**src/hw/cvrc_pkg.sv**
```systemverilog
// package: constants and types for the comparator reference control block
// ----------------------------------------------------------------------------
// Functional notes
// RULE1: power bit seven powers ladder up or down
// RULE2: pin drive bit six overrides port direction
// RULE3: range bit five picks low or high range
// RULE4: four-bit tap code picks one of sixteen
// RULE5: bit four picks supply rails or reference pins
// RULE6: reset clears every control bit to zero
// RULE7: sleep wake leaves control register untouched
// RULE8: reference works regardless of comparator configuration
// RULE9: software should power down ladder before sleep
// RULE10: comparators take reference only in mode 110
// RULE11: write updates outputs next edge, reads return it
// ----------------------------------------------------------------------------
package cvrc_pkg;
    // register map
    localparam int CVRC_AW = 4;
    localparam logic [3:0] CVRC_ADDR_CTRL = 4'h0;
    localparam logic [3:0] CVRC_ADDR_CMODE = 4'h1;
    localparam logic [7:0] CVRC_CTRL_RST = 8'h00;
    localparam logic [2:0] CVRC_CMODE_RST = 3'h7;
    // field positions of the control register
    localparam int CVRC_B_PWR = 7;
    localparam int CVRC_B_DRV = 6;
    localparam int CVRC_B_RNG = 5;
    localparam int CVRC_B_SRC = 4;
    localparam int CVRC_TAP_HI = 3;
    localparam int CVRC_TAP_LO = 0;
    // comparator mode that routes the reference inward
    localparam logic [2:0] CVRC_CMODE_REF = 3'h6;
    // decoded ladder controls
    typedef struct packed {
        logic ladder_power_on;
        logic ref_pin_drive;
        logic range_sel;
        logic supply_src_sel;
        logic [3:0] tap_code;
    } cvrc_ctrl_t;
    // decode function used for the ladder control outputs; the register view reads the raw register
    function automatic cvrc_ctrl_t cvrc_decode(input logic [7:0] v);
        cvrc_decode.ladder_power_on = v[CVRC_B_PWR];
        cvrc_decode.ref_pin_drive = v[CVRC_B_DRV];
        cvrc_decode.range_sel = v[CVRC_B_RNG];
        cvrc_decode.supply_src_sel = v[CVRC_B_SRC];
        cvrc_decode.tap_code = v[CVRC_TAP_HI:CVRC_TAP_LO];
    endfunction
endpackage

```
**src/hw/cvrc_pin_mux.sv**
```systemverilog
// module: direction override for the shared reference output pin
`timescale 1ns/1ps
module cvrc_pin_mux
    import cvrc_pkg::*;
(
    // control
    input wire logic ref_pin_drive,
    input wire logic porta_direction_2,
    // pad
    output logic pad_digital_oe_b,
    output logic pad_analog_sel
);
    // reference drive wins over the port direction bit
    always_comb begin
        pad_analog_sel = ref_pin_drive; // RULE2
        pad_digital_oe_b = ref_pin_drive | porta_direction_2; // RULE2
    end
endmodule

```
**src/hw/cvrc_top.sv**
```systemverilog
// module: register and decode logic of the comparator reference control
`timescale 1ns/1ps
module cvrc_top
    import cvrc_pkg::*;
(
    // clock and reset
    input wire logic clk,
    input wire logic rst_b,
    input wire logic clk_en,
    // register port
    input wire logic [CVRC_AW-1:0] reg_addr,
    input wire logic [7:0] reg_wdata,
    input wire logic reg_wr,
    input wire logic reg_rd,
    output logic [7:0] reg_rdata,
    // port a direction bit of the shared pin
    input wire logic porta_direction_2,
    // ladder controls
    output cvrc_ctrl_t ladder_ctrl,
    // pin controls
    output logic pad_digital_oe_b,
    output logic pad_analog_sel,
    // comparator input select
    output logic cmp_ref_sel
);
    // ------------------------------------------------------------------------
    // registers
    // ------------------------------------------------------------------------
    logic [7:0] vref_ctrl_r; // control register
    logic [2:0] cmode_r; // comparator mode copy
    logic [7:0] rdata_r; // read data register

    // control register: only reset or a write change it, so sleep wake keeps it
    always_ff @(posedge clk or negedge rst_b) begin
        if (!rst_b) begin
            vref_ctrl_r <= CVRC_CTRL_RST; // RULE6
        end else if (clk_en && reg_wr && reg_addr == CVRC_ADDR_CTRL) begin
            vref_ctrl_r <= reg_wdata; // RULE11 RULE7
        end
    end

    // comparator mode register, independent of the reference
    always_ff @(posedge clk or negedge rst_b) begin
        if (!rst_b) begin
            cmode_r <= CVRC_CMODE_RST;
        end else if (clk_en && reg_wr && reg_addr == CVRC_ADDR_CMODE) begin
            cmode_r <= reg_wdata[2:0];
        end
    end

    // read data, valid the cycle after the strobe; unmapped reads zero
    always_ff @(posedge clk or negedge rst_b) begin
        if (!rst_b) begin
            rdata_r <= 8'h00;
        end else if (clk_en && reg_rd) begin
            case (reg_addr)
                CVRC_ADDR_CTRL: begin
                    rdata_r <= vref_ctrl_r; // RULE11
                end
                CVRC_ADDR_CMODE: begin
                    rdata_r <= {5'h00, cmode_r};
                end
                default: begin
                    rdata_r <= 8'h00;
                end
            endcase
        end
    end
    assign reg_rdata = rdata_r;

    // ------------------------------------------------------------------------
    // decode
    // ------------------------------------------------------------------------
    // ladder controls come straight from the register, not from comparator mode
    assign ladder_ctrl = cvrc_decode(vref_ctrl_r); // RULE1 RULE3 RULE4 RULE5 RULE8
    // reference feeds comparators only in the multiplexed mode
    assign cmp_ref_sel = (cmode_r == CVRC_CMODE_REF); // RULE10

    // pin override
    cvrc_pin_mux cvrc_pin_mux_inst (
        .ref_pin_drive(ladder_ctrl.ref_pin_drive),
        .porta_direction_2(porta_direction_2),
        .pad_digital_oe_b(pad_digital_oe_b),
        .pad_analog_sel(pad_analog_sel)
    );

    // ------------------------------------------------------------------------
    // assertion helpers
    // ------------------------------------------------------------------------
    // a control write that the register takes at this edge
    logic ctrl_wr_take;
    // a comparator mode write that the register takes at this edge
    logic cmode_wr_take;
    // a read strobe that the read port takes at this edge
    logic rd_take;
    assign ctrl_wr_take = clk_en && reg_wr && (reg_addr == CVRC_ADDR_CTRL);
    assign cmode_wr_take = clk_en && reg_wr && (reg_addr == CVRC_ADDR_CMODE);
    assign rd_take = clk_en && reg_rd;

    // ------------------------------------------------------------------------
    // assertions
    // ------------------------------------------------------------------------
    a_write_updates: assert property (@(posedge clk) disable iff (!rst_b) // RULE11
        (clk_en && reg_wr && reg_addr == CVRC_ADDR_CTRL) |=> (vref_ctrl_r == $past(reg_wdata)))
        else $error("control write not taken");
    a_power_bit: assert property (@(posedge clk) disable iff (!rst_b) // RULE1
        ladder_ctrl.ladder_power_on == vref_ctrl_r[CVRC_B_PWR])
        else $error("power bit mismatch");
    a_pin_override: assert property (@(posedge clk) disable iff (!rst_b) // RULE2
        ladder_ctrl.ref_pin_drive |-> (pad_analog_sel && pad_digital_oe_b))
        else $error("pin drive not overriding");
    a_range_bit: assert property (@(posedge clk) disable iff (!rst_b) // RULE3
        ladder_ctrl.range_sel == vref_ctrl_r[CVRC_B_RNG])
        else $error("range bit mismatch");
    a_tap_code: assert property (@(posedge clk) disable iff (!rst_b) // RULE4
        ladder_ctrl.tap_code == vref_ctrl_r[CVRC_TAP_HI:CVRC_TAP_LO])
        else $error("tap code mismatch");
    a_src_bit: assert property (@(posedge clk) disable iff (!rst_b) // RULE5
        ladder_ctrl.supply_src_sel == vref_ctrl_r[CVRC_B_SRC])
        else $error("source bit mismatch");
    a_hold_value: assert property (@(posedge clk) disable iff (!rst_b) // RULE7
        !(reg_wr && reg_addr == CVRC_ADDR_CTRL && clk_en) |=> $stable(vref_ctrl_r))
        else $error("control changed without write");
    a_mode_indep: assert property (@(posedge clk) disable iff (!rst_b) // RULE8
        (reg_wr && reg_addr == CVRC_ADDR_CMODE) |=> $stable(ladder_ctrl))
        else $error("ladder follows comparator mode");
    a_cmp_ref: assert property (@(posedge clk) disable iff (!rst_b) // RULE10
        cmp_ref_sel == (cmode_r == CVRC_CMODE_REF))
        else $error("comparator reference select wrong");
    a_read_back: assert property (@(posedge clk) disable iff (!rst_b) // RULE11
        (clk_en && reg_rd && reg_addr == CVRC_ADDR_CTRL) |=> (reg_rdata == $past(vref_ctrl_r)))
        else $error("read back wrong");

    // ------------------------------------------------------------------------
    // assertions: each field follows the written data
    // ------------------------------------------------------------------------
    // a written one in the power bit powers the ladder up
    a_power_set: assert property (@(posedge clk) disable iff (!rst_b) // RULE1
        (ctrl_wr_take && reg_wdata[CVRC_B_PWR]) |=> ladder_ctrl.ladder_power_on)
        else $error("ladder not powered up");
    // a written zero in the power bit powers the ladder down
    a_power_clear: assert property (@(posedge clk) disable iff (!rst_b) // RULE1
        (ctrl_wr_take && !reg_wdata[CVRC_B_PWR]) |=> !ladder_ctrl.ladder_power_on)
        else $error("ladder not powered down");
    // a written drive bit routes the ladder out and turns the digital driver off
    a_drive_set: assert property (@(posedge clk) disable iff (!rst_b) // RULE2
        (ctrl_wr_take && reg_wdata[CVRC_B_DRV]) |=> (pad_analog_sel && pad_digital_oe_b))
        else $error("pin drive not applied");
    // without the drive bit the port direction alone owns the pin
    a_pin_follow: assert property (@(posedge clk) disable iff (!rst_b) // RULE2
        !ladder_ctrl.ref_pin_drive |-> (!pad_analog_sel && (pad_digital_oe_b == porta_direction_2)))
        else $error("pin not following port direction");
    // a written one in the range bit selects the low range
    a_range_low: assert property (@(posedge clk) disable iff (!rst_b) // RULE3
        (ctrl_wr_take && reg_wdata[CVRC_B_RNG]) |=> ladder_ctrl.range_sel)
        else $error("low range not selected");
    // a written zero in the range bit selects the high range
    a_range_high: assert property (@(posedge clk) disable iff (!rst_b) // RULE3
        (ctrl_wr_take && !reg_wdata[CVRC_B_RNG]) |=> !ladder_ctrl.range_sel)
        else $error("high range not selected");
    // a written one in the source bit feeds the ladder from the reference pins
    a_src_set: assert property (@(posedge clk) disable iff (!rst_b) // RULE5
        (ctrl_wr_take && reg_wdata[CVRC_B_SRC]) |=> ladder_ctrl.supply_src_sel)
        else $error("reference pin source not selected");
    // a written zero in the source bit feeds the ladder from the supply rails
    a_src_clear: assert property (@(posedge clk) disable iff (!rst_b) // RULE5
        (ctrl_wr_take && !reg_wdata[CVRC_B_SRC]) |=> !ladder_ctrl.supply_src_sel)
        else $error("supply rail source not selected");
    // the top tap is reachable
    a_tap_full: assert property (@(posedge clk) disable iff (!rst_b) // RULE4
        (ctrl_wr_take && (&reg_wdata[CVRC_TAP_HI:CVRC_TAP_LO])) |=> (&ladder_ctrl.tap_code))
        else $error("top tap not selected");
    // the bottom tap is reachable
    a_tap_zero: assert property (@(posedge clk) disable iff (!rst_b) // RULE4
        (ctrl_wr_take && (~|reg_wdata[CVRC_TAP_HI:CVRC_TAP_LO])) |=> (~|ladder_ctrl.tap_code))
        else $error("bottom tap not selected");

    // ------------------------------------------------------------------------
    // assertions: reset, clock enable and read port
    // ------------------------------------------------------------------------
    // while reset holds the reference is off, disconnected and reads zero
    a_reset_clear: assert property (@(posedge clk) // RULE6
        !rst_b |-> ((ladder_ctrl == CVRC_CTRL_RST) && !pad_analog_sel && !cmp_ref_sel && (reg_rdata == '0)))
        else $error("reset state wrong");
    // a low clock enable freezes every register of the block
    a_freeze_state: assert property (@(posedge clk) disable iff (!rst_b) // RULE7
        !clk_en |=> ($stable(vref_ctrl_r) && $stable(cmode_r) && $stable(rdata_r)))
        else $error("state moved while frozen");
    // read data stand until the next taken read
    a_read_hold: assert property (@(posedge clk) disable iff (!rst_b) // RULE11
        !rd_take |=> $stable(reg_rdata))
        else $error("read data changed without read");
    // unmapped addresses read as zero
    a_read_unmapped: assert property (@(posedge clk) disable iff (!rst_b) // RULE11
        (rd_take && reg_addr != CVRC_ADDR_CTRL && reg_addr != CVRC_ADDR_CMODE) |=> (reg_rdata == '0))
        else $error("unmapped read not zero");

    // ------------------------------------------------------------------------
    // assertions: comparator mode
    // ------------------------------------------------------------------------
    // the mode register reads back in the low bits
    a_mode_read: assert property (@(posedge clk) disable iff (!rst_b) // RULE10
        (rd_take && reg_addr == CVRC_ADDR_CMODE) |=> (reg_rdata == {5'h00, $past(cmode_r)}))
        else $error("mode read back wrong");
    // writing the multiplexed mode routes the reference inward
    a_mode_ref_on: assert property (@(posedge clk) disable iff (!rst_b) // RULE10
        (cmode_wr_take && reg_wdata[2:0] == CVRC_CMODE_REF) |=> cmp_ref_sel)
        else $error("reference not routed in its mode");
    // any other mode keeps the reference away from the comparators
    a_mode_ref_off: assert property (@(posedge clk) disable iff (!rst_b) // RULE10
        (cmode_wr_take && reg_wdata[2:0] != CVRC_CMODE_REF) |=> !cmp_ref_sel)
        else $error("reference routed in wrong mode");
endmodule

```
**config.mk**
```make
export PLATFORM = sky130hd
export DESIGN_NAME = cvrc_top
export DESIGN_NICKNAME = d
export VERILOG_FILES = /design/src/hw/cvrc_pkg.sv /design/src/hw/cvrc_pin_mux.sv /design/src/hw/cvrc_top.sv
export SDC_FILE = /design/constraint.sdc
export NUM_CORES = 1
export LEC_CHECK = 0
export BUFFER_PORTS_ARGS = -buffer_cell sky130_fd_sc_hd__buf_2
export CAP_MARGIN = 10
export CORE_MARGIN = 1
export CORE_UTILIZATION = 43
export CTS_BUF_LIST = sky130_fd_sc_hd__clkbuf_8
export CTS_CLUSTER_SIZE = 28
export DETAILED_ROUTE_END_ITERATION = 8
export PLACE_DENSITY = 0.72
export SETUP_SLACK_MARGIN = 0.02
export SLEW_MARGIN = 25
export SYNTH_ARGS = -nofsm -noshare
export SYNTH_HDL_FRONTEND = slang
export SYNTH_SLANG_ARGS = --single-unit
```
**constraint.sdc**
```tcl
create_clock -name clk -period 1.1 [get_ports clk]
set_input_delay 0.055 -clock clk [delete_from_list [all_inputs] [get_ports clk]]
set_output_delay 0.055 -clock clk [all_outputs]
set_load 0.01 [all_outputs]
```
==> metrics.cfg <==
[routing]
wirelength_um=1590
drtPass1Iterations=4
via_per_inst=4.975
first_iter_violations=6
drcViolationCount=0
ant_nets=0
num_vias=607
wl_per_cell_um=13.03

[critical_path]
r2r-start=cmode_r[0]
cp_slowest_cell=dfstp_2
max_stage_delay_ns=0.53
endpoint_kind=output port
critPathMaxFanout=2
crit_buf_inv=1
crit_path_cell_trace=and3b_1, buf_2
startpoint_type=register
critical_path.top_delay_family=flip-flops
cp.required_ns=1.04
cp.arrival_ns=1.08
crit_type=register to output port
crit_path_start=cmode_r[0]

[place]
gp_congestion=0.7202
placed_area_um2=1032
place.detailed.hpwl_um=1185
dp.cells=115
port_buffers=36

[sta]
worst_slack_ns=-0.03255
setup_tns_ns=-0.03255
setup_viol=1
rsz0062_at_grt=true
final-hold-violation-count=0
final.period_utilization_pct=103.0
slew_headroom_pct=72.08
final-max-slew-violation-count=0
clock.fmax_ghz=0.8830
clock-skew-final_ns=0.001870
fin_crit_ns=1.133
tightest_slew_ns=0.4188

[synth]
synth_nets=70
synth_cells=52
synth.avg_cell_area_um2=15.50
netlist_area_um2=805.8
yosys_register_bits=19
yosys_warnings=0
synth_cell_type_count=16
ys_seq_area_share_pct=59.47

[grt]
overflow=0
grt_pass1_wl_um=2566
antenna_found_initial=0
met1_usage_pct=25.00
grt_use_total_pct=18.07
grt_pass1_vias=571
met3_usage_pct=2.400
top_usage_layer=met2
grt_start_max_net_pins=20
grtUsageMet2_pct=26.96

[cts]
h-tree-depth=1
cts_buffers=3
clock-sinks=19
clk_pin_slew_ns=0.07
clockBufferDepth=2
cts_tree=built
clk_latency_ns=0.25
cts_root_buffer=clkbuf_8

[status]
outcome=finished, violations left
violations=setup timing

[power]
p_per_area_nw_per_um2=1497
leakage_uw=0.0006104
power.total_uw=1663
irDropWorstVdd_mv=0.9768

[floorplan]
start_util_pct=46.16
rows=15
ios=37
design.core.area_um2=1745
die_area_um2=2051
die_x_um=45.29
die_h_um=45.29

[final_layout]
instances_no_fill=122
layout-drive-gt1-share_pct=73.20
area_delta_synth_final_pct=37.89
antenna_cells=0
finalCoreUtilization_pct=63.66
design_area_um2=1111
final_net_count=116

[hold_path]
hold_path_class=primary input to register
worstHoldStart=reg_wdata[7]

[job]
drv_cap=0

-- report_power, final --
group          switching [uW]  total, uW  internal (uW)
sequential               60.2        864            804
clock                     215        463            248
combinational             148        336            188
total                     424       1660           1240
-- logic make-up after synthesis --
| kind of cell | Yosys count | synth area share, % |
|---|---|---|
| AO/OA/AOI/OAI | 8 | 9.938 |
| AND/OR/NAND/NOR | 13 | 14.29 |
| buffers and inverters | 1 | 0.9320 |
| multiplexers | 11 | 15.37 |
| flip-flops | 19 | 59.47 |
-- flip-flops by register name (all words and copies together), names as in the netlist --
register,flops
ladder_ctrl,8
reg_rdata,8
cmode_r,3
-- Yosys cell counts --
master	number	share of area, %
dfrtp_1	16	50
mux2_2	11	15
a22o_2	5	6.2
a221o_1	3	3.7
and2_2	3	2.8
dfstp_2	3	9.8
nor2_1	2	0.93
and3b_1	1	1.1
and3b_2	1	1.2
buf_4	1	0.93
nand2_4	1	1.4
nand4_1	1	0.78
nand4_2	1	1.6
nor2b_1	1	0.78
nor4b_4	1	2.9
or2_2	1	0.78
-- final timing paths --
path                                       end  slack [ns]  cells after the start
max in group asynchronous           cmode_r[2]        0.51                      2
min in group asynchronous         reg_rdata[1]        0.27                      2
worst min-delay path            ladder_ctrl[7]        0.03                      2
worst max-delay path               cmp_ref_sel       -0.03                      2
worst min register to register    reg_rdata[3]        0.50                      1
worst max register to register    reg_rdata[0]        0.19                      2
-- cell usage in the layout (no fill, tap or decap) --
| cell | Yosys | final |
|---|---|---|
| buf_2 | 0 | 35 |
| and3b_1 | 1 | 1 |
| nor2_1 | 2 | 2 |
| dfrtp_1 | 16 | 16 |
| mux2_2 | 11 | 11 |
| nor4b_4 | 1 | 1 |
| buf_6 | 0 | 1 |
| buf_4 | 1 | 5 |
| nor2b_1 | 1 | 1 |
| and3b_2 | 1 | 1 |
| nand2_4 | 1 | 1 |
| nand4_1 | 1 | 1 |
| clkbuf_8 | 0 | 3 |
| inv_1 | 0 | 1 |
| a221o_1 | 3 | 3 |
| nand4_2 | 1 | 1 |
| dlygate4sd3_1 | 0 | 1 |
| a22o_2 | 5 | 5 |
| and2_2 | 3 | 3 |
| or2_4 | 0 | 1 |
| dfstp_2 | 3 | 3 |
-- per-layer routing --
metal	share of wire [%]	vias up
met5	0	-
met4	1.2	0
met3	6.4	2
met2	48	23
met1	44	297
li1	-	285
-- area by class of cell --
cell class | count | area (um2)
fill | 155 | 634.4
multi-input combinational | 32 | 321.6
sequential | 19 | 479.2
clock buffer | 3 | 41.29
timing repair buffer | 42 | 234.0
tap | 25 | 31.28
clock inverter | 1 | 3.754
-- what timing repair did --
item	CTS	global route
pin swaps	0	2
hold endpoints to repair	16	0
endpoints found under the setup margin	2	2
resized for setup	2	0
setup buffers	2	0
hold buffers	1	0
-- per-stage QoR --
stage	hold WS [ns]	setup slack [ns]
finish	0.03177	-0.03255
global placement	0.01131	-0.003502
floorplan	-0.2406	0.1748
detailed placement	0.01249	-0.04385
global route	0.03198	-0.08022
CTS	0.02857	-0.03273
Note: power is estimated with default switching activity, not from simulation.
